===== src/cscr_pkg.sv =====
/*
 * Shared definitions for the charger status and control register tail:
 * register offsets, field positions, reset values, watchdog timing and the
 * packed carriers for the analog condition inputs.
 * Assumes an 8-bit register address and 8-bit register data.
 */
package cscr_pkg;

    // Register offsets.
    localparam logic [7:0] MISC_OFFSET   = 8'h06;
    localparam logic [7:0] STATUS_OFFSET = 8'h07;
    localparam logic [7:0] FAULT_OFFSET  = 8'h08;

    // Control register fields and reset value.
    localparam int         MISC_TMR2X_BIT  = 6;
    localparam int         MISC_BSW_BIT    = 5;
    localparam int         MISC_NTC_BIT    = 3;
    localparam int         MISC_TJ_LSB     = 0;
    localparam logic [7:0] MISC_RESET      = 8'h4b;
    localparam logic [7:0] MISC_WRITE_MASK = 8'h6b;

    // Status register field positions.
    localparam int STAT_REV_LSB   = 5;
    localparam int STAT_CHG_LSB   = 3;
    localparam int STAT_PPM_BIT   = 2;
    localparam int STAT_PG_BIT    = 1;
    localparam int STAT_THERM_BIT = 0;

    // Fault register field positions and reset value.
    localparam int         FLT_WD_BIT   = 6;
    localparam int         FLT_VIN_BIT  = 5;
    localparam int         FLT_TSD_BIT  = 4;
    localparam int         FLT_BAT_BIT  = 3;
    localparam int         FLT_TMR_BIT  = 2;
    localparam int         FLT_HOT_BIT  = 1;
    localparam int         FLT_COLD_BIT = 0;
    localparam logic [7:0] FAULT_RESET  = 8'h00;

    // Junction regulation thresholds in degrees Celsius.
    localparam logic [7:0] TJ_60C  = 8'd60;
    localparam logic [7:0] TJ_80C  = 8'd80;
    localparam logic [7:0] TJ_100C = 8'd100;
    localparam logic [7:0] TJ_120C = 8'd120;

    // Charge state codes.
    localparam logic [1:0] CHG_IDLE = 2'b00;
    localparam logic [1:0] CHG_PRE  = 2'b01;
    localparam logic [1:0] CHG_FAST = 2'b10;
    localparam logic [1:0] CHG_DONE = 2'b11;

    // Watchdog limit codes; the period is a multiple of a 40 s base unit.
    localparam logic [1:0] WD_LIM_OFF  = 2'b00;
    localparam logic [1:0] WD_LIM_40S  = 2'b01;
    localparam logic [1:0] WD_LIM_80S  = 2'b10;
    localparam logic [1:0] WD_LIM_160S = 2'b11;
    localparam longint     CLK_HZ      = 40_000_000;
    localparam longint     WD_BASE_S   = 40;
    localparam longint     WD_BASE_CYC = WD_BASE_S * CLK_HZ;

    // Step sizes of the one-time-programmable charge parameter codes.
    localparam int VREG_STEP_MV = 15;
    localparam int PRECHARGE_CURRENT_STEP_MA = 7;
    localparam int ICC_STEP_MA  = 17;

    // Live status conditions from the charging core.
    typedef struct packed {
        logic [1:0] charge_state;
        logic       power_path_active_flag;
        logic       input_power_good_flag;
        logic       thermal_regulation_flag;
    } cscr_status_t;

    // Live fault conditions from the protection circuits.
    typedef struct packed {
        logic input_source_fault;
        logic thermal_shutdown_flag;
        logic battery_overvoltage_fault;
        logic charge_timer_fault;
        logic thermistor_hot;
        logic thermistor_cold;
    } cscr_fault_t;

    // One-time-programmable defaults of the charge parameters.
    typedef struct packed {
        logic [4:0] fast_charge_current;
        logic [1:0] precharge_current;
        logic [5:0] battery_regulation_voltage;
        logic       board_overtemp_protection;
        logic [1:0] watchdog_limit;
    } cscr_otp_t;

endpackage


===== src/cscr_regs.sv =====
/*
 * Charger status and control register tail: the miscellaneous control
 * register, the read-only status and fault registers, the host watchdog and
 * the capture of the one-time-programmable charge parameter defaults.
 * Assumes an I2C front end that has already decoded register address and
 * data and presents one-cycle read and write strobes on clk.
 */
`timescale 1ns/10ps
`default_nettype none

module cscr_regs #(
    parameter longint     WD_TICK_CYCLES = cscr_pkg::WD_BASE_CYC,
    parameter logic [1:0] REVISION       = 2'b01 // Arbitrary value.
) (
    input  wire logic                   clk,
    input  wire logic                   rst_b,
    input  wire logic [7:0]             reg_addr,
    input  wire logic                   reg_wr,
    input  wire logic                   reg_rd,
    input  wire logic [7:0]             reg_wdata,
    output logic [7:0]                  reg_rdata,
    input  wire cscr_pkg::cscr_status_t status_in,
    input  wire cscr_pkg::cscr_fault_t  fault_in,
    input  wire cscr_pkg::cscr_otp_t    otp_in,
    input  wire logic                   input_present,
    input  wire logic                   watchdog_kick,
    output logic                        safety_timer_double,
    output logic                        battery_switch_off,
    output logic                        thermistor_monitor_on,
    output logic [7:0]                  junction_limit_c,
    output cscr_pkg::cscr_otp_t         charge_params,
    output logic                        watchdog_expired
);
    import cscr_pkg::*;

    // Watchdog states, one-hot.
    typedef enum logic [3:0] {
        WD_OFF  = 4'b0001,
        WD_RUN  = 4'b0010,
        WD_HOLD = 4'b0100,
        WD_EXP  = 4'b1000
    } cscr_wd_state_t;

    // Width of the base tick counter, enough for the longest base unit.
    localparam int TW = $clog2(WD_TICK_CYCLES + 1);
    localparam logic [TW-1:0] TICK_LAST = TW'(WD_TICK_CYCLES - 1);

    // Maps the threshold code to degrees Celsius.
    function automatic logic [7:0] tj_celsius(input logic [1:0] code);
        unique case (code)
            2'b00: tj_celsius = TJ_60C;
            2'b01: tj_celsius = TJ_80C;
            2'b10: tj_celsius = TJ_100C;
            2'b11: tj_celsius = TJ_120C;
        endcase
    endfunction

    // Number of 40 s base units for a watchdog limit code.
    function automatic logic [2:0] wd_units(input logic [1:0] code);
        unique case (code)
            WD_LIM_OFF:  wd_units = 3'h0;
            WD_LIM_40S:  wd_units = 3'h1;
            WD_LIM_80S:  wd_units = 3'h2;
            WD_LIM_160S: wd_units = 3'h4;
        endcase
    endfunction

    logic [7:0]     misc_q;     // Control register, writable bits only.
    logic [7:0]     misc_d;     // Next control register value.
    logic [7:0]     rdata_q;    // Read data, held until the next read.
    logic [7:0]     rdata_d;    // Next read data.
    cscr_otp_t      params_q;   // Captured charge parameter defaults.
    cscr_wd_state_t wd_q;       // Watchdog state.
    cscr_wd_state_t wd_d;       // Next watchdog state.
    logic [TW-1:0]  tick_q;     // Cycles within the current base unit.
    logic [TW-1:0]  tick_d;     // Next tick count.
    logic [2:0]     unit_q;     // Base units elapsed.
    logic [2:0]     unit_d;     // Next unit count.

    // Decodes of the register strobes and addresses, and of the watchdog limit and counts.
    wire        wr_misc   = reg_wr && (reg_addr == MISC_OFFSET);
    wire        hit_misc  = (reg_addr == MISC_OFFSET);
    wire        hit_stat  = (reg_addr == STATUS_OFFSET);
    wire        hit_fault = (reg_addr == FAULT_OFFSET);
    wire [2:0]  wd_lim_u  = wd_units(params_q.watchdog_limit);
    wire        wd_enable = (wd_lim_u != 3'h0);
    wire        tick_end  = (tick_q == TICK_LAST);
    wire        unit_end  = tick_end && ((unit_q + 3'h1) == wd_lim_u);

    // Control register update; reserved bits never store anything.
    assign misc_d = wr_misc ? (reg_wdata & MISC_WRITE_MASK) : misc_q;

    // Status image built straight from the live conditions.
    wire [7:0] status_img = {1'b0, REVISION,
        status_in.charge_state,
        status_in.power_path_active_flag,
        status_in.input_power_good_flag,
        status_in.thermal_regulation_flag};

    // Thermistor faults are hidden while monitoring is switched off.
    wire       ntc_on = misc_q[MISC_NTC_BIT];
    // Live fault image; only the watchdog bit has memory.
    wire [7:0] fault_img = {1'b0,
        (wd_q == WD_EXP),
        fault_in.input_source_fault,
        fault_in.thermal_shutdown_flag,
        fault_in.battery_overvoltage_fault,
        fault_in.charge_timer_fault,
        fault_in.thermistor_hot && ntc_on,
        fault_in.thermistor_cold && ntc_on};

    // Read mux; unmapped addresses answer zero.
    // The answer waits in rdata_q until the next read strobe.
    assign rdata_d = !reg_rd  ? rdata_q :
                     hit_misc ? misc_q :
                     hit_stat ? status_img :
                     hit_fault ? fault_img : 8'h00;

    // Watchdog sequencing. Once expired it stays expired and stops
    // counting until the host kicks it, so a missed kick cannot be hidden.
    always_comb begin
        wd_d   = wd_q;
        tick_d = tick_q;
        unit_d = unit_q;
        unique case (wd_q)
            WD_OFF: begin
                tick_d = '0;
                unit_d = 3'h0;
                if (wd_enable) begin
                    wd_d = input_present ? WD_RUN : WD_HOLD;
                end
            end
            WD_RUN: begin
                // A kick on the last counting cycle wins over expiry, so a
                // host that is just in time is never flagged.
                if (!wd_enable) begin
                    wd_d = WD_OFF;
                end else if (watchdog_kick) begin
                    tick_d = '0;
                    unit_d = 3'h0;
                end else if (!input_present) begin
                    wd_d = WD_HOLD;
                end else if (unit_end) begin
                    wd_d = WD_EXP;
                end else if (tick_end) begin
                    tick_d = '0;
                    unit_d = unit_q + 3'h1;
                end else begin
                    tick_d = tick_q + TW'(1);
                end
            end
            WD_HOLD: begin
                // Counts are frozen while the input is gone; only a kick clears them.
                if (!wd_enable) begin
                    wd_d = WD_OFF;
                end else if (watchdog_kick) begin
                    tick_d = '0;
                    unit_d = 3'h0;
                end else if (input_present) begin
                    wd_d = WD_RUN;
                end
            end
            WD_EXP: begin
                if (watchdog_kick) begin
                    wd_d   = WD_OFF;
                    tick_d = '0;
                    unit_d = 3'h0;
                end
            end
            default: begin
                wd_d = WD_OFF;
            end
        endcase
    end

    // Register state; the OTP defaults are taken while reset is held.
    // Reset is synchronous, so otp_in must be steady at the reset edges.
    always_ff @(posedge clk) begin
        if (!rst_b) begin
            misc_q   <= MISC_RESET;
            rdata_q  <= 8'h00;
            params_q <= otp_in;
            wd_q     <= WD_OFF;
            tick_q   <= '0;
            unit_q   <= 3'h0;
        end else begin
            misc_q  <= misc_d;
            rdata_q <= rdata_d;
            wd_q    <= wd_d;
            tick_q  <= tick_d;
            unit_q  <= unit_d;
        end
    end

    // Control outputs derived from the control register, then the parameter, watchdog and read data outputs.
    assign safety_timer_double = misc_q[MISC_TMR2X_BIT]
        && status_in.power_path_active_flag;
    assign battery_switch_off    = misc_q[MISC_BSW_BIT];
    assign thermistor_monitor_on = ntc_on;
    assign junction_limit_c = tj_celsius(misc_q[MISC_TJ_LSB +: 2]);
    assign charge_params    = params_q;
    assign watchdog_expired = (wd_q == WD_EXP);
    assign reg_rdata        = rdata_q;
endmodule

`default_nettype wire


===== config.mk =====
export PLATFORM = sky130hd
export DESIGN_NAME = cscr_regs
export DESIGN_NICKNAME = d
export VERILOG_FILES = /design/src/cscr_pkg.sv /design/src/cscr_regs.sv
export SDC_FILE = /design/constraint.sdc
export NUM_CORES = 1
export LEC_CHECK = 0
export BUFFER_PORTS_ARGS = -buffer_cell sky130_fd_sc_hd__buf_4
export CAP_MARGIN = 5
export CORE_ASPECT_RATIO = 1.1
export CORE_MARGIN = 1.5
export CORE_UTILIZATION = 30
export CTS_CLUSTER_SIZE = 16
export DETAILED_ROUTE_END_ITERATION = 6
export PLACE_DENSITY = 0.59
export SLEW_MARGIN = 15
export SYNTH_ARGS = -nofsm -noshare
export SYNTH_HDL_FRONTEND = slang
export SYNTH_SLANG_ARGS = --single-unit

===== constraint.sdc =====
create_clock -name clk -period 3.16 [get_ports clk]
set_input_delay 0.158 -clock clk [delete_from_list [all_inputs] [get_ports clk]]
set_output_delay 0.158 -clock clk [all_outputs]
set_load 0.01 [all_outputs]

==> flow_metrics.py, run 1 <==
metrics = {
    "run_status": {
        "status": "finished clean",
    },
    "yosys": {
        "ys_warn_count": 0,
        "seq_area_frac_synth_pct": 40.1,
        "synth_area_um2": 3690,
        "ys_ff_latch": 66,
        "synthArstFlopShare_pct": 0,
        "ys.flop_type": "dfxtp_1",
        "synth_cell_type_count": 61,
        "avgSynthCellArea_um2": 8.75,
        "syn_inst": 422,
        "synth_edf_count": 16,
    },
    "drt": {
        "wire_per_inst_um": 15.2,
        "drc": 0,
        "drtIter0Drc": 237,
        "routed_wl_um": 10200,
        "dr.pass1.iters": 5,
        "vias": 3727,
        "ant_nets": 0,
        "post_drt_via_cell_ratio": 5.54,
    },
    "sta": {
        "finalSetupTns_ns": 0,
        "finalCritPeriodShare_pct": 80.5,
        "hold_viol": 0,
        "period_needed_ns": 2.54,
        "finalClockSkew_ns": 0.00581,
        "rsz0062_at_grt": "false",
        "worstMarginPinSlew_ns": 0.734,
        "fmax_mhz": 393,
        "slew_viol_final": 0,
        "relSlewSlack_pct": 50.7,
        "finalSetupViolations": 0,
        "setup_slack_ns": 0.616,
    },
    "finish": {
        "drive_gt1_share_pct": 24.1,
        "diodes": 0,
        "fin_nets": 569,
        "fillers": 1191,
        "syn_to_final_growth_pct": 33.4,
    },
    "setup_path": {
        "cp.buffers_inverters": 1,
        "crit_family": "simple AND/OR/NAND/NOR gates",
        "regToRegSetupSlack_ns": 0.62,
        "crit_chain": "ha_1 > nand3_2 > nand2b_1 > buf_4 > or3_4 > or3_1 > or3_1 > a31oi_1",
        "critPathMaxFanout": 7,
        "crit_path_end": "tick_q[28]$_SDFFE_PN0P_",
        "critPathSlowestCell": "or3_4",
        "critPathMostFrequentCell": "or3_1",
        "arrival_ns": 2.80,
        "end_kind": "register",
        "cp.depth": 8,
        "r2r_end": "tick_q[28]$_SDFFE_PN0P_",
        "cp-start-kind": "register",
        "cp.required_ns": 3.42,
        "worstSetupPathType": "reg2reg",
        "cp_slowest_stage_delay_ns": 0.42,
        "r2r-start": "tick_q[0]$_SDFFE_PN0P_",
        "reg2reg_depth": 8,
        "critPathLaunch": "tick_q[0]$_SDFFE_PN0P_",
    },
    "pwr": {
        "max-vdd-ir-drop_mv": 0.310,
        "switching_share_pct": 27.8,
        "clkPwrFrac_pct": 43.1,
        "cellPowerDensity_nw_per_um2": 472,
        "combPwrFrac_pct": 16.9,
        "p_sw_w": 0.000645,
        "seqPwrFrac_pct": 40.0,
        "leakagePower_nw": 1.72,
        "p_int_w": 0.00168,
    },
    "placement": {
        "place_congestion": 0.834,
        "pre_cts_slack_ns": 0.669,
        "hpwl_um": 7010,
        "portBuffers": 77,
    },
    "die": {
        "row_count": 42,
        "start_util_pct": 30.7,
        "die_h_um": 119,
        "boundaryPins": 85,
        "core_area_um2": 12000,
        "die-area_um2": 13000,
        "die_w_um": 109,
    },
    "global_route": {
        "grt_max_degree": 44,
        "antenna_found_initial": 0,
        "track_usage_pct": 16.4,
        "grt_pass1_wl_um": 17200,
        "overflow": 0,
        "grt_pass1_vias": 3659,
    },
    "clock_network": {
        "cts_tree": "done",
        "path_clk_slew_ns": 0.06,
        "clock-root-buffer": "clkbuf_16",
        "cts_buffers": 9,
        "cts_max_path_buffers": 2,
        "clkSinkCount": 66,
        "clock_latency_ns": 0.33,
        "htreeDepth": 3,
        "post_cts_buffers": 0,
    },
    "worst_hold_path": {
        "min_path_type": "in2reg",
    },
    "job": {
        "maxCapViolCount": 0,
    },
}
==> cells by family after synthesis <==
group	after synthesis	synth area share (%)
multiplexers	5	1.36
flip-flops	66	40.1
other	1	0.102
AND/OR/NAND/NOR	195	29.5
buffers and inverters	39	4.71
adder cells (fa/ha/maj)	6	2.03
XOR/XNOR	2	0.475
AO/OA/AOI/OAI	108	21.7
==> power by group through the flow <==
| stage | Combinational [W] | Clock, W | Sequential (W) |
|---|---|---|---|
| after floorplan | 0.000231 | 0 | 0.000938 |
| after global placement | 0.000370 | 0 | 0.000946 |
| after detailed placement | 0.000373 | 0 | 0.000948 |
| after CTS | 0.000389 | 0.00102 | 0.000929 |
| after global routing | 0.000428 | 0.00107 | 0.000937 |
| final | 0.000392 | 0.00100 | 0.000930 |
==> worst min-delay path: cells and delay by family <==
| family | cells | cell delay [ns] |
|---|---|---|
| and+or+nand+nor | 2 | 0.12 |
| buffers and inverters | 1 | 0.08 |
==> routing by layer <==
metal	part of all wire, %	vias to the layer above	GRT usage (%)
met5	0	-	0
met4	1.2	0	5.18
met3	5.6	11	4.00
met2	48	131	26.1
met1	45	1758	21.6
li1	-	1827	-
==> how the worst min path moves through the flow <==
| stage | startpoint | end | slack (ns) | cells after the start |
|---|---|---|---|---|
| floorplan | otp_in[0] | charge_params[0]$_DFFE_PN_ | 0.26 | 0 |
| global placement | otp_in[8] | charge_params[8]$_DFFE_PN_ | 0.34 | 1 |
| detailed placement | otp_in[14] | charge_params[14]$_DFFE_PN_ | 0.34 | 1 |
| CTS | otp_in[5] | charge_params[5]$_DFFE_PN_ | 0.00001 | 1 |
| global route | reg_wdata[3] | misc_q[3]$_SDFFE_PN1P_ | 0.07 | 3 |
| finish | reg_wdata[0] | misc_q[0]$_SDFFE_PN1P_ | 0.06 | 3 |
==> through the flow <==
stage	util, %	total power (W)	cells	area, µm²	hold WS (ns)
6_report	40.9	0.00232	673	4930	0.0623
5_1_grt	40.9	0.00244	673	4930	0.0672
4_1_cts	40.8	0.00234	671	4910	0.00000991
3_5_place_dp	37.1	0.00132	641	4460	0.337
3_3_place_gp	37.1	0.00132	641	4460	0.336
2_1_floorplan	-	0.00117	425	3700	0.257
==> cells in the mapped netlist, types with 2 or more instances <==
cell      instances  share of area, %
or2_2             4              0.68
and4_1            4              0.95
buf_4             5               1.0
a21oi_1          11               1.5
dfxtp_1          50                27
o22ai_1           2              0.34
o311ai_0         17               4.0
a211oi_1          9               1.8
a31oi_1           9               1.5
o21ai_0          18               2.4
clkbuf_1         19               1.9
o32ai_1           5               1.2
nor3b_1           5               1.0
xnor2_1           2              0.47
or3_1            11               1.9
inv_1             7              0.71
a311oi_1          2              0.47
buf_2             7              0.95
nor4b_1           3              0.71
mux2i_1           5               1.4
nor3_1           16               2.2
a22oi_1           6               1.2
o31ai_1           6               1.2
nand3_1          31               4.2
nor4_1            9               1.5
a21boi_0          2              0.41
nand4_1           7               1.2
o41ai_1           7               1.7
nand2_1          36               3.7
nand2b_1         14               2.4
a32oi_1           2              0.47
nor2_1           25               2.5
nor3_2            2              0.54
ha_1              6               2.0
and3_1            3              0.51
or4_1             9               1.8
o211ai_1          2              0.41
edfxtp_1         16                13
nand3b_1          6               1.2
==> cell type report <==
class	instances	area, µm²	area share (%)
well taps	154	193	3.91
clock buffers	9	225	4.57
inverters	8	30.0	0.610
flip-flops and latches	66	1480	30.1
clock inverters	7	77.6	1.57
multi-input cells	320	2050	41.6
repair buffers	109	871	17.7
==> cells in the final DEF (no fill, tap or decap), types with 3 or more instances in the layout <==
master         netlist  layout
o32ai_1              5       5
mux2i_1              5       5
a211oi_1             9       9
nand4_1              7       7
and4_1               4       4
clkbuf_16            0       9
or2_2                4       4
o311ai_0            17      17
dfxtp_1             50      50
nor4b_1              3       3
or3_1               11      11
nand3b_1             6       6
a31oi_1              9       9
and3_1               3       3
buf_4                5      92
edfxtp_1            16      16
o41ai_1              7       7
nand2_1             36      36
nor2_1              25      25
nor3_1              16      16
nor4_1               9       9
a22oi_1              6       6
o31ai_1              6       6
dlygate4sd3_1        0      16
inv_1                7       7
nand3_1             31      31
o21ai_0             18      18
or4_1                9       9
nor3b_1              5       5
a21oi_1             11      11
ha_1                 6       6
conb_1               1       4
nand2b_1            14      14
==> what timing repair did <==
action | in CTS | in global routing
resized for setup | 0 | 0
hold buffers | 14 | 2
setup endpoints to repair | 0 | 0
hold endpoints to repair | 14 | 2
==> registers in the layout (all words and copies together), names as in the netlist <==
signal	flops
tick_q	31
charge_params	16
reg_rdata	7
misc_q	5
wd_q	4
unit_q	3
Power figures use the tool's default switching activity.
==> run 2: changes to the inputs <==
--- a/config.mk
+++ b/config.mk
@@ -12,7 +12,7 @@
 export CORE_UTILIZATION = 30
 export CTS_CLUSTER_SIZE = 16
 export DETAILED_ROUTE_END_ITERATION = 6
-export PLACE_DENSITY = 0.59
+export PLACE_DENSITY = 0.6
 export SLEW_MARGIN = 15
 export SYNTH_ARGS = -nofsm -noshare
 export SYNTH_HDL_FRONTEND = slang
==> constraint.sdc (replaced) <==
create_clock -name clk -period 2 [get_ports clk]
set_input_delay 0.1 -clock clk [delete_from_list [all_inputs] [get_ports clk]]
set_output_delay 0.1 -clock clk [all_outputs]
set_load 0.01 [all_outputs]
==> flow_metrics.py, run 2 (synthesized netlist as in run 1, its figures left out) <==
metrics = {
    "setup_path": {
        "cp.buffers_inverters": 1,
        "cp.depth": 8,
        "regToRegSetupSlack_ns": -0.17,
        "crit_family": "simple AND/OR/NAND/NOR gates",
        "crit_chain": "ha_4 > nand3_4 > or4_4 > nor3_4 > buf_6 > nand3b_1 > or4_1 > a31oi_1",
        "cp_slowest_stage_delay_ns": 0.45,
        "critPathMaxFanout": 4,
        "critPathSlowestCell": "or4_4",
        "cp-start-kind": "register",
        "worstSetupPathType": "reg2reg",
        "critPathLaunch": "tick_q[1]$_SDFFE_PN0P_",
        "r2r-start": "tick_q[1]$_SDFFE_PN0P_",
        "end_kind": "register",
        "cp.required_ns": 2.24,
        "r2r_end": "unit_q[2]$_SDFFE_PN0P_",
        "crit_path_end": "unit_q[2]$_SDFFE_PN0P_",
        "arrival_ns": 2.41,
        "reg2reg_depth": 8,
    },
    "drt": {
        "drc": 0,
        "routed_wl_um": 12100,
        "drtIter0Drc": 245,
        "dr.pass1.iters": 4,
        "post_drt_via_cell_ratio": 5.38,
        "vias": 4177,
        "ant_nets": 0,
        "wire_per_inst_um": 15.6,
    },
    "global_route": {
        "track_usage_pct": 19.1,
        "grt_pass1_vias": 4194,
        "overflow": 0,
        "grt_pass1_wl_um": 19900,
        "grt_max_degree": 32,
        "antenna_found_initial": 0,
    },
    "sta": {
        "finalClockSkew_ns": 0.00587,
        "fmax_mhz": 461,
        "finalCritPeriodShare_pct": 108,
        "rsz0062_at_grt": "true",
        "hold_viol": 0,
        "period_needed_ns": 2.17,
        "slew_viol_final": 0,
        "setup_slack_ns": -0.167,
        "finalSetupViolations": 29,
    },
    "clock_network": {
        "clock_latency_ns": 0.33,
        "path_clk_slew_ns": 0.06,
        "cts_buffers": 9,
        "clock-root-buffer": "clkbuf_16",
        "cts_max_path_buffers": 2,
        "htreeDepth": 3,
        "clkSinkCount": 66,
        "cts_tree": "done",
    },
    "placement": {
        "portBuffers": 77,
        "place_congestion": 0.875,
        "hpwl_um": 8320,
        "pre_cts_slack_ns": -0.269,
        "dp.cells": 721,
        "dpl_cell_area_um2": 5190,
    },
    "pwr": {
        "cellPowerDensity_nw_per_um2": 647,
        "finalPower_w": 0.00398,
        "max-vdd-ir-drop_mv": 0.467,
        "leakagePower_nw": 2.46,
    },
    "finish": {
        "finalInstanceArea_um2": 6160,
        "diodes": 0,
        "final_cell_mix": "buf_4, nand2_1, nand3_1, dfxtp_1, nor2_1",
        "drive_gt1_share_pct": 47.0,
        "syn_to_final_growth_pct": 66.9,
        "fin_nets": 673,
        "regMostFlops": "tick_q",
        "stdcell_count": 777,
        "largest_reg_flops": 31,
        "layout_commonest_cell": "buf_4",
    },
    "die": {
        "boundaryPins": 85,
        "die-area_um2": 13000,
        "core_area_um2": 12000,
        "die_h_um": 119,
        "row_count": 42,
        "die_w_um": 109,
        "start_util_pct": 30.7,
    },
    "worst_hold_path": {
        "min_path_type": "in2reg",
    },
    "job": {
        "maxCapViolCount": 0,
    },
    "run_status": {
        "status": "finished with violations",
        "violations": "negative setup slack",
    },
}
[run 2: cell count changes in the layout (fill, tap and decap cells not counted), moves of 10 or more]
| cell | previous run | this run |
|---|---|---|
| o311ai_1 | 1 | 14 |
| buf_4 | 92 | 177 |
| buf_6 | 0 | 17 |
| dfxtp_2 | 0 | 23 |
| dfxtp_1 | 50 | 26 |
| o311ai_0 | 17 | 2 |
| o21ai_0 | 18 | 8 |
[run 2: repair_timing]
item	4_1_cts	5_1_grt
hold buffers	16	0
setup buffers	14	7
gates resized for setup	63	30
endpoints found under the setup margin	36	37
pin swaps	21	7
cloned	2	1
hold endpoints to repair	16	0
[run 2: per-stage QoR]
| step | hold slack [ns] | utilization, % | TNS (ns) |
|---|---|---|---|
| final | 0.00906 | 51.2 | -2.68 |
| after global placement | 0.278 | 43.1 | -4.81 |
| after CTS | 0.00190 | 49.6 | -2.02 |
| after global routing | 0.0282 | 51.2 | -6.60 |
| after detailed placement | 0.279 | 43.1 | -5.89 |
| after floorplan | 0.199 | - | -1.13 |
[run 2: worst min path at each step]
stage / depth (start not counted) / endpoint / from
detailed placement: 1 / charge_params[1]$_DFFE_PN_ / otp_in[1]
global placement: 1 / charge_params[12]$_DFFE_PN_ / otp_in[12]
floorplan: 0 / charge_params[0]$_DFFE_PN_ / otp_in[0]
finish: 3 / misc_q[6]$_SDFFE_PN1P_ / reg_wdata[6]
global route: 3 / misc_q[1]$_SDFFE_PN1P_ / reg_wdata[1]
CTS: 3 / misc_q[6]$_SDFFE_PN1P_ / reg_wdata[6]
[run 2: tightest hold or removal path: stages]
cell,delay [ns]
buf_4,0.08
nand3_1,0.05
nand3_1,0.07
[run 2: final cells by class]
cell class / count / area [µm²]
Clock buffer: 14 / 284
Clock inverter: 2 / 10.0
Fill cell: 1056 / 5870
Inverter: 8 / 30.0
Multi-Input combinational cell: 320 / 2390
Sequential cell: 66 / 1510
Tap cell: 154 / 193
Timing Repair Buffer: 213 / 1740
[run 2: power breakdown]
| group | leakage [nW] | switching [W] | internal (W) | total, W |
|---|---|---|---|---|
| sequential | 0.574 | 0.0000381 | 0.00142 | 0.00146 |
| combinational | 1.73 | 0.000502 | 0.000495 | 0.000997 |
| clock | 0.149 | 0.000562 | 0.000970 | 0.00153 |
| total | 2.46 | 0.00110 | 0.00288 | 0.00398 |
[run 2: routing by layer]
metal	routed length, µm	GRT usage (%)
met5	0	0
met4	278	7.24
met3	566	3.28
met2	6070	33.2
met1	5210	23.3
==> run 3: changes to the inputs <==
--- a/config.mk
+++ b/config.mk
@@ -5,14 +5,15 @@
 export SDC_FILE = /design/constraint.sdc
 export NUM_CORES = 1
 export LEC_CHECK = 0
+export ABC_AREA = 1
 export BUFFER_PORTS_ARGS = -buffer_cell sky130_fd_sc_hd__buf_4
 export CAP_MARGIN = 5
 export CORE_ASPECT_RATIO = 1.1
 export CORE_MARGIN = 1.5
 export CORE_UTILIZATION = 30
-export CTS_CLUSTER_SIZE = 16
+export CTS_CLUSTER_SIZE = 25
 export DETAILED_ROUTE_END_ITERATION = 6
-export PLACE_DENSITY = 0.6
+export PLACE_DENSITY = 0.59
 export SLEW_MARGIN = 15
 export SYNTH_ARGS = -nofsm -noshare
 export SYNTH_HDL_FRONTEND = slang
==> flow_metrics.py, run 3 <==
metrics = {
    "die": {
        "start_util_pct": 30.8,
        "die-area_um2": 15000,
        "die_w_um": 117,
        "core_area_um2": 13900,
        "die_h_um": 128,
        "boundaryPins": 85,
        "row_count": 45,
    },
    "sta": {
        "slew_viol_final": 0,
        "finalCritPeriodShare_pct": 91.1,
        "period_needed_ns": 1.82,
        "fmax_mhz": 549,
        "finalSetupTns_ns": 0,
        "hold_viol": 0,
        "finalSetupViolations": 0,
        "finalClockSkew_ns": 0.00627,
    },
    "worst_hold_path": {
        "min_path_type": "in2reg",
        "hold_start": "reg_wdata[5]",
        "hold-path-cell-count": 3,
        "min_to": "misc_q[5]$_SDFFE_PN0P_",
    },
    "pwr": {
        "leakagePower_nw": 2.53,
        "cellPowerDensity_nw_per_um2": 987,
        "finalPower_w": 0.00565,
        "max-vdd-ir-drop_mv": 0.697,
    },
    "drt": {
        "vias": 4342,
        "post_drt_via_cell_ratio": 4.48,
        "routed_wl_um": 11400,
        "dr.pass1.iters": 4,
        "ant_nets": 0,
        "wire_per_inst_um": 11.8,
        "drc": 0,
        "drtIter0Drc": 203,
    },
    "yosys": {
        "synth.top_cells.by_count": "nand2_1, nor2_1, inv_1, nand3_1, dfxtp_1",
        "yosys-top-cells-area": "dfxtp_1, nand2_1, edfxtp_1",
        "synthArstFlopShare_pct": 0,
        "synth_area_um2": 4270,
        "synth_edf_count": 16,
        "ys.flop_type": "dfxtp_1",
        "ys_ff_latch": 66,
        "synth_cell_type_count": 38,
        "syn_inst": 663,
        "synth_most_common_cell": "nand2_1",
        "avgSynthCellArea_um2": 6.44,
        "synth_top_cell_by_area": "dfxtp_1",
        "seq_area_frac_synth_pct": 34.7,
        "ys_warn_count": 0,
        "synth_top_area_share_pct": 23.4,
    },
    "clock_network": {
        "cts_max_path_buffers": 2,
        "cts_tree": "done",
        "path_clk_slew_ns": 0.06,
        "cts_buffers": 9,
        "clock-root-buffer": "clkbuf_16",
        "htreeDepth": 3,
        "clkSinkCount": 66,
        "clock_latency_ns": 0.34,
    },
    "finish": {
        "fin_nets": 832,
        "largest_reg_flops": 31,
        "seq_area_um2": 1490,
        "drive_gt1_share_pct": 21.1,
        "diodes": 0,
        "multiInputGateArea_um2": 2330,
        "fillers": 1480,
        "syn_to_final_growth_pct": 34.0,
        "regMostFlops": "tick_q",
        "utilization_pct": 41.3,
        "layout_commonest_cell": "nand2_1",
        "final_cell_mix": "nand2_1, nor2_1, buf_4, inv_1, nand3_1",
    },
    "setup_path": {
        "worstSetupPathType": "reg2reg",
        "critPathLaunch": "tick_q[1]$_SDFFE_PN0P_",
        "critPathMaxFanout": 18,
        "reg2reg_depth": 12,
        "cp_slowest_stage_delay_ns": 0.38,
        "cp.required_ns": 2.27,
        "cp.buffers_inverters": 1,
        "end_kind": "register",
        "arrival_ns": 2.09,
        "crit_chain": "ha_2 > nand3_4 > nor2_4 > nand2_2 > nor2_4 > nand2_2 > nand2_4 > nand2_8 > buf_12 > nand3_1 > nand2_1 > nor2_1",
        "critPathSlowestCell": "dfxtp_1",
        "r2r-start": "tick_q[1]$_SDFFE_PN0P_",
        "regToRegSetupSlack_ns": 0.18,
        "cp-start-kind": "register",
        "crit_family": "simple AND/OR/NAND/NOR gates",
        "r2r_end": "tick_q[28]$_SDFFE_PN0P_",
    },
    "job": {
        "maxCapViolCount": 0,
    },
    "placement": {
        "place_congestion": 0.892,
        "portBuffers": 77,
        "hpwl_um": 8300,
    },
    "global_route": {
        "grt_pass1_vias": 4058,
        "antenna_found_initial": 0,
        "grt_pass1_wl_um": 19300,
        "grt_max_degree": 27,
        "overflow": 0,
        "track_usage_pct": 16.2,
    },
    "run_status": {
        "status": "finished clean",
    },
}
run 3: metal layers:
layer  wire (µm)  vias up  track usage, %  part of all wire (%)
li1            -     2328               -                     -
met1        5260     1903            20.0                    46
met5           0        -               0                     0
met4         200        0            5.53                   1.7
met2        5360       95            26.9                    47
met3         625       16            4.49                   5.5
run 3: stage by stage:
stage                     setup slack (ns)  cells  hold slack, ns  instance area, µm²
after floorplan                      0.215    666           0.199                4280
after global placement              0.0760    930           0.278                5130
after detailed placement            0.0603    930           0.279                5130
after CTS                           0.0459    966         0.00132                5650
after global routing              -0.00842    970          0.0244                5720
final                                0.178    970          0.0131                5720
run 3: what timing repair did:
item / in CTS / in global routing
buffers inserted: 0 / 3
endpoints found under the hold margin: 20 / 0
gates resized for setup: 0 / 11
setup endpoints to repair: 0 / 31
hold buffers: 20 / 0
run 3: how the worst max path moves through the flow:
stage / end / depth (start not counted) / slack, ns
final: tick_q[28]$_SDFFE_PN0P_ / 12 / 0.18
after global routing: tick_q[8]$_SDFFE_PN0P_ / 13 / -0.008
after CTS: tick_q[21]$_SDFFE_PN0P_ / 10 / 0.05
after detailed placement: tick_q[21]$_SDFFE_PN0P_ / 10 / 0.06
after global placement: tick_q[20]$_SDFFE_PN0P_ / 10 / 0.08
after floorplan: tick_q[5]$_SDFFE_PN0P_ / 13 / 0.22
run 3: worst reg2reg max path, cell delays in order (launching register included):
cell     delay [ns]
dfxtp_1        0.38
ha_2           0.23
nand3_4        0.12
nor2_4         0.14
nand2_2        0.07
nor2_4         0.13
nand2_2        0.10
nand2_4        0.09
nand2_8        0.10
buf_12         0.17
nand3_1        0.08
nand2_1        0.05
nor2_1         0.11
run 3: final cells by class:
cell class | instances | share of cell area (%)
multi-input combinational | 489 | 40.7
sequential | 66 | 26.0
timing repair buffer | 121 | 17.5
inverter | 90 | 5.99
tap | 188 | 4.11
clock buffer | 9 | 3.93
clock inverter | 7 | 1.73
run 3: power breakdown:
| group | internal (W) | switching (W) | total, W |
|---|---|---|---|
| Sequential | 0.00155 | 0.000152 | 0.00170 |
| Combinational | 0.000876 | 0.00132 | 0.00219 |
| Clock | 0.00110 | 0.000647 | 0.00175 |
run 3: kinds of logic after synthesis:
kind of cell | Yosys count | synth area share (%)
flip-flops | 66 | 34.7
other | 1 | 0.0878
adder cells (fa/ha/maj) | 6 | 1.76
AND/OR/NAND/NOR | 438 | 46.3
AO/OA/AOI/OAI | 40 | 5.62
buffers and inverters | 112 | 11.6
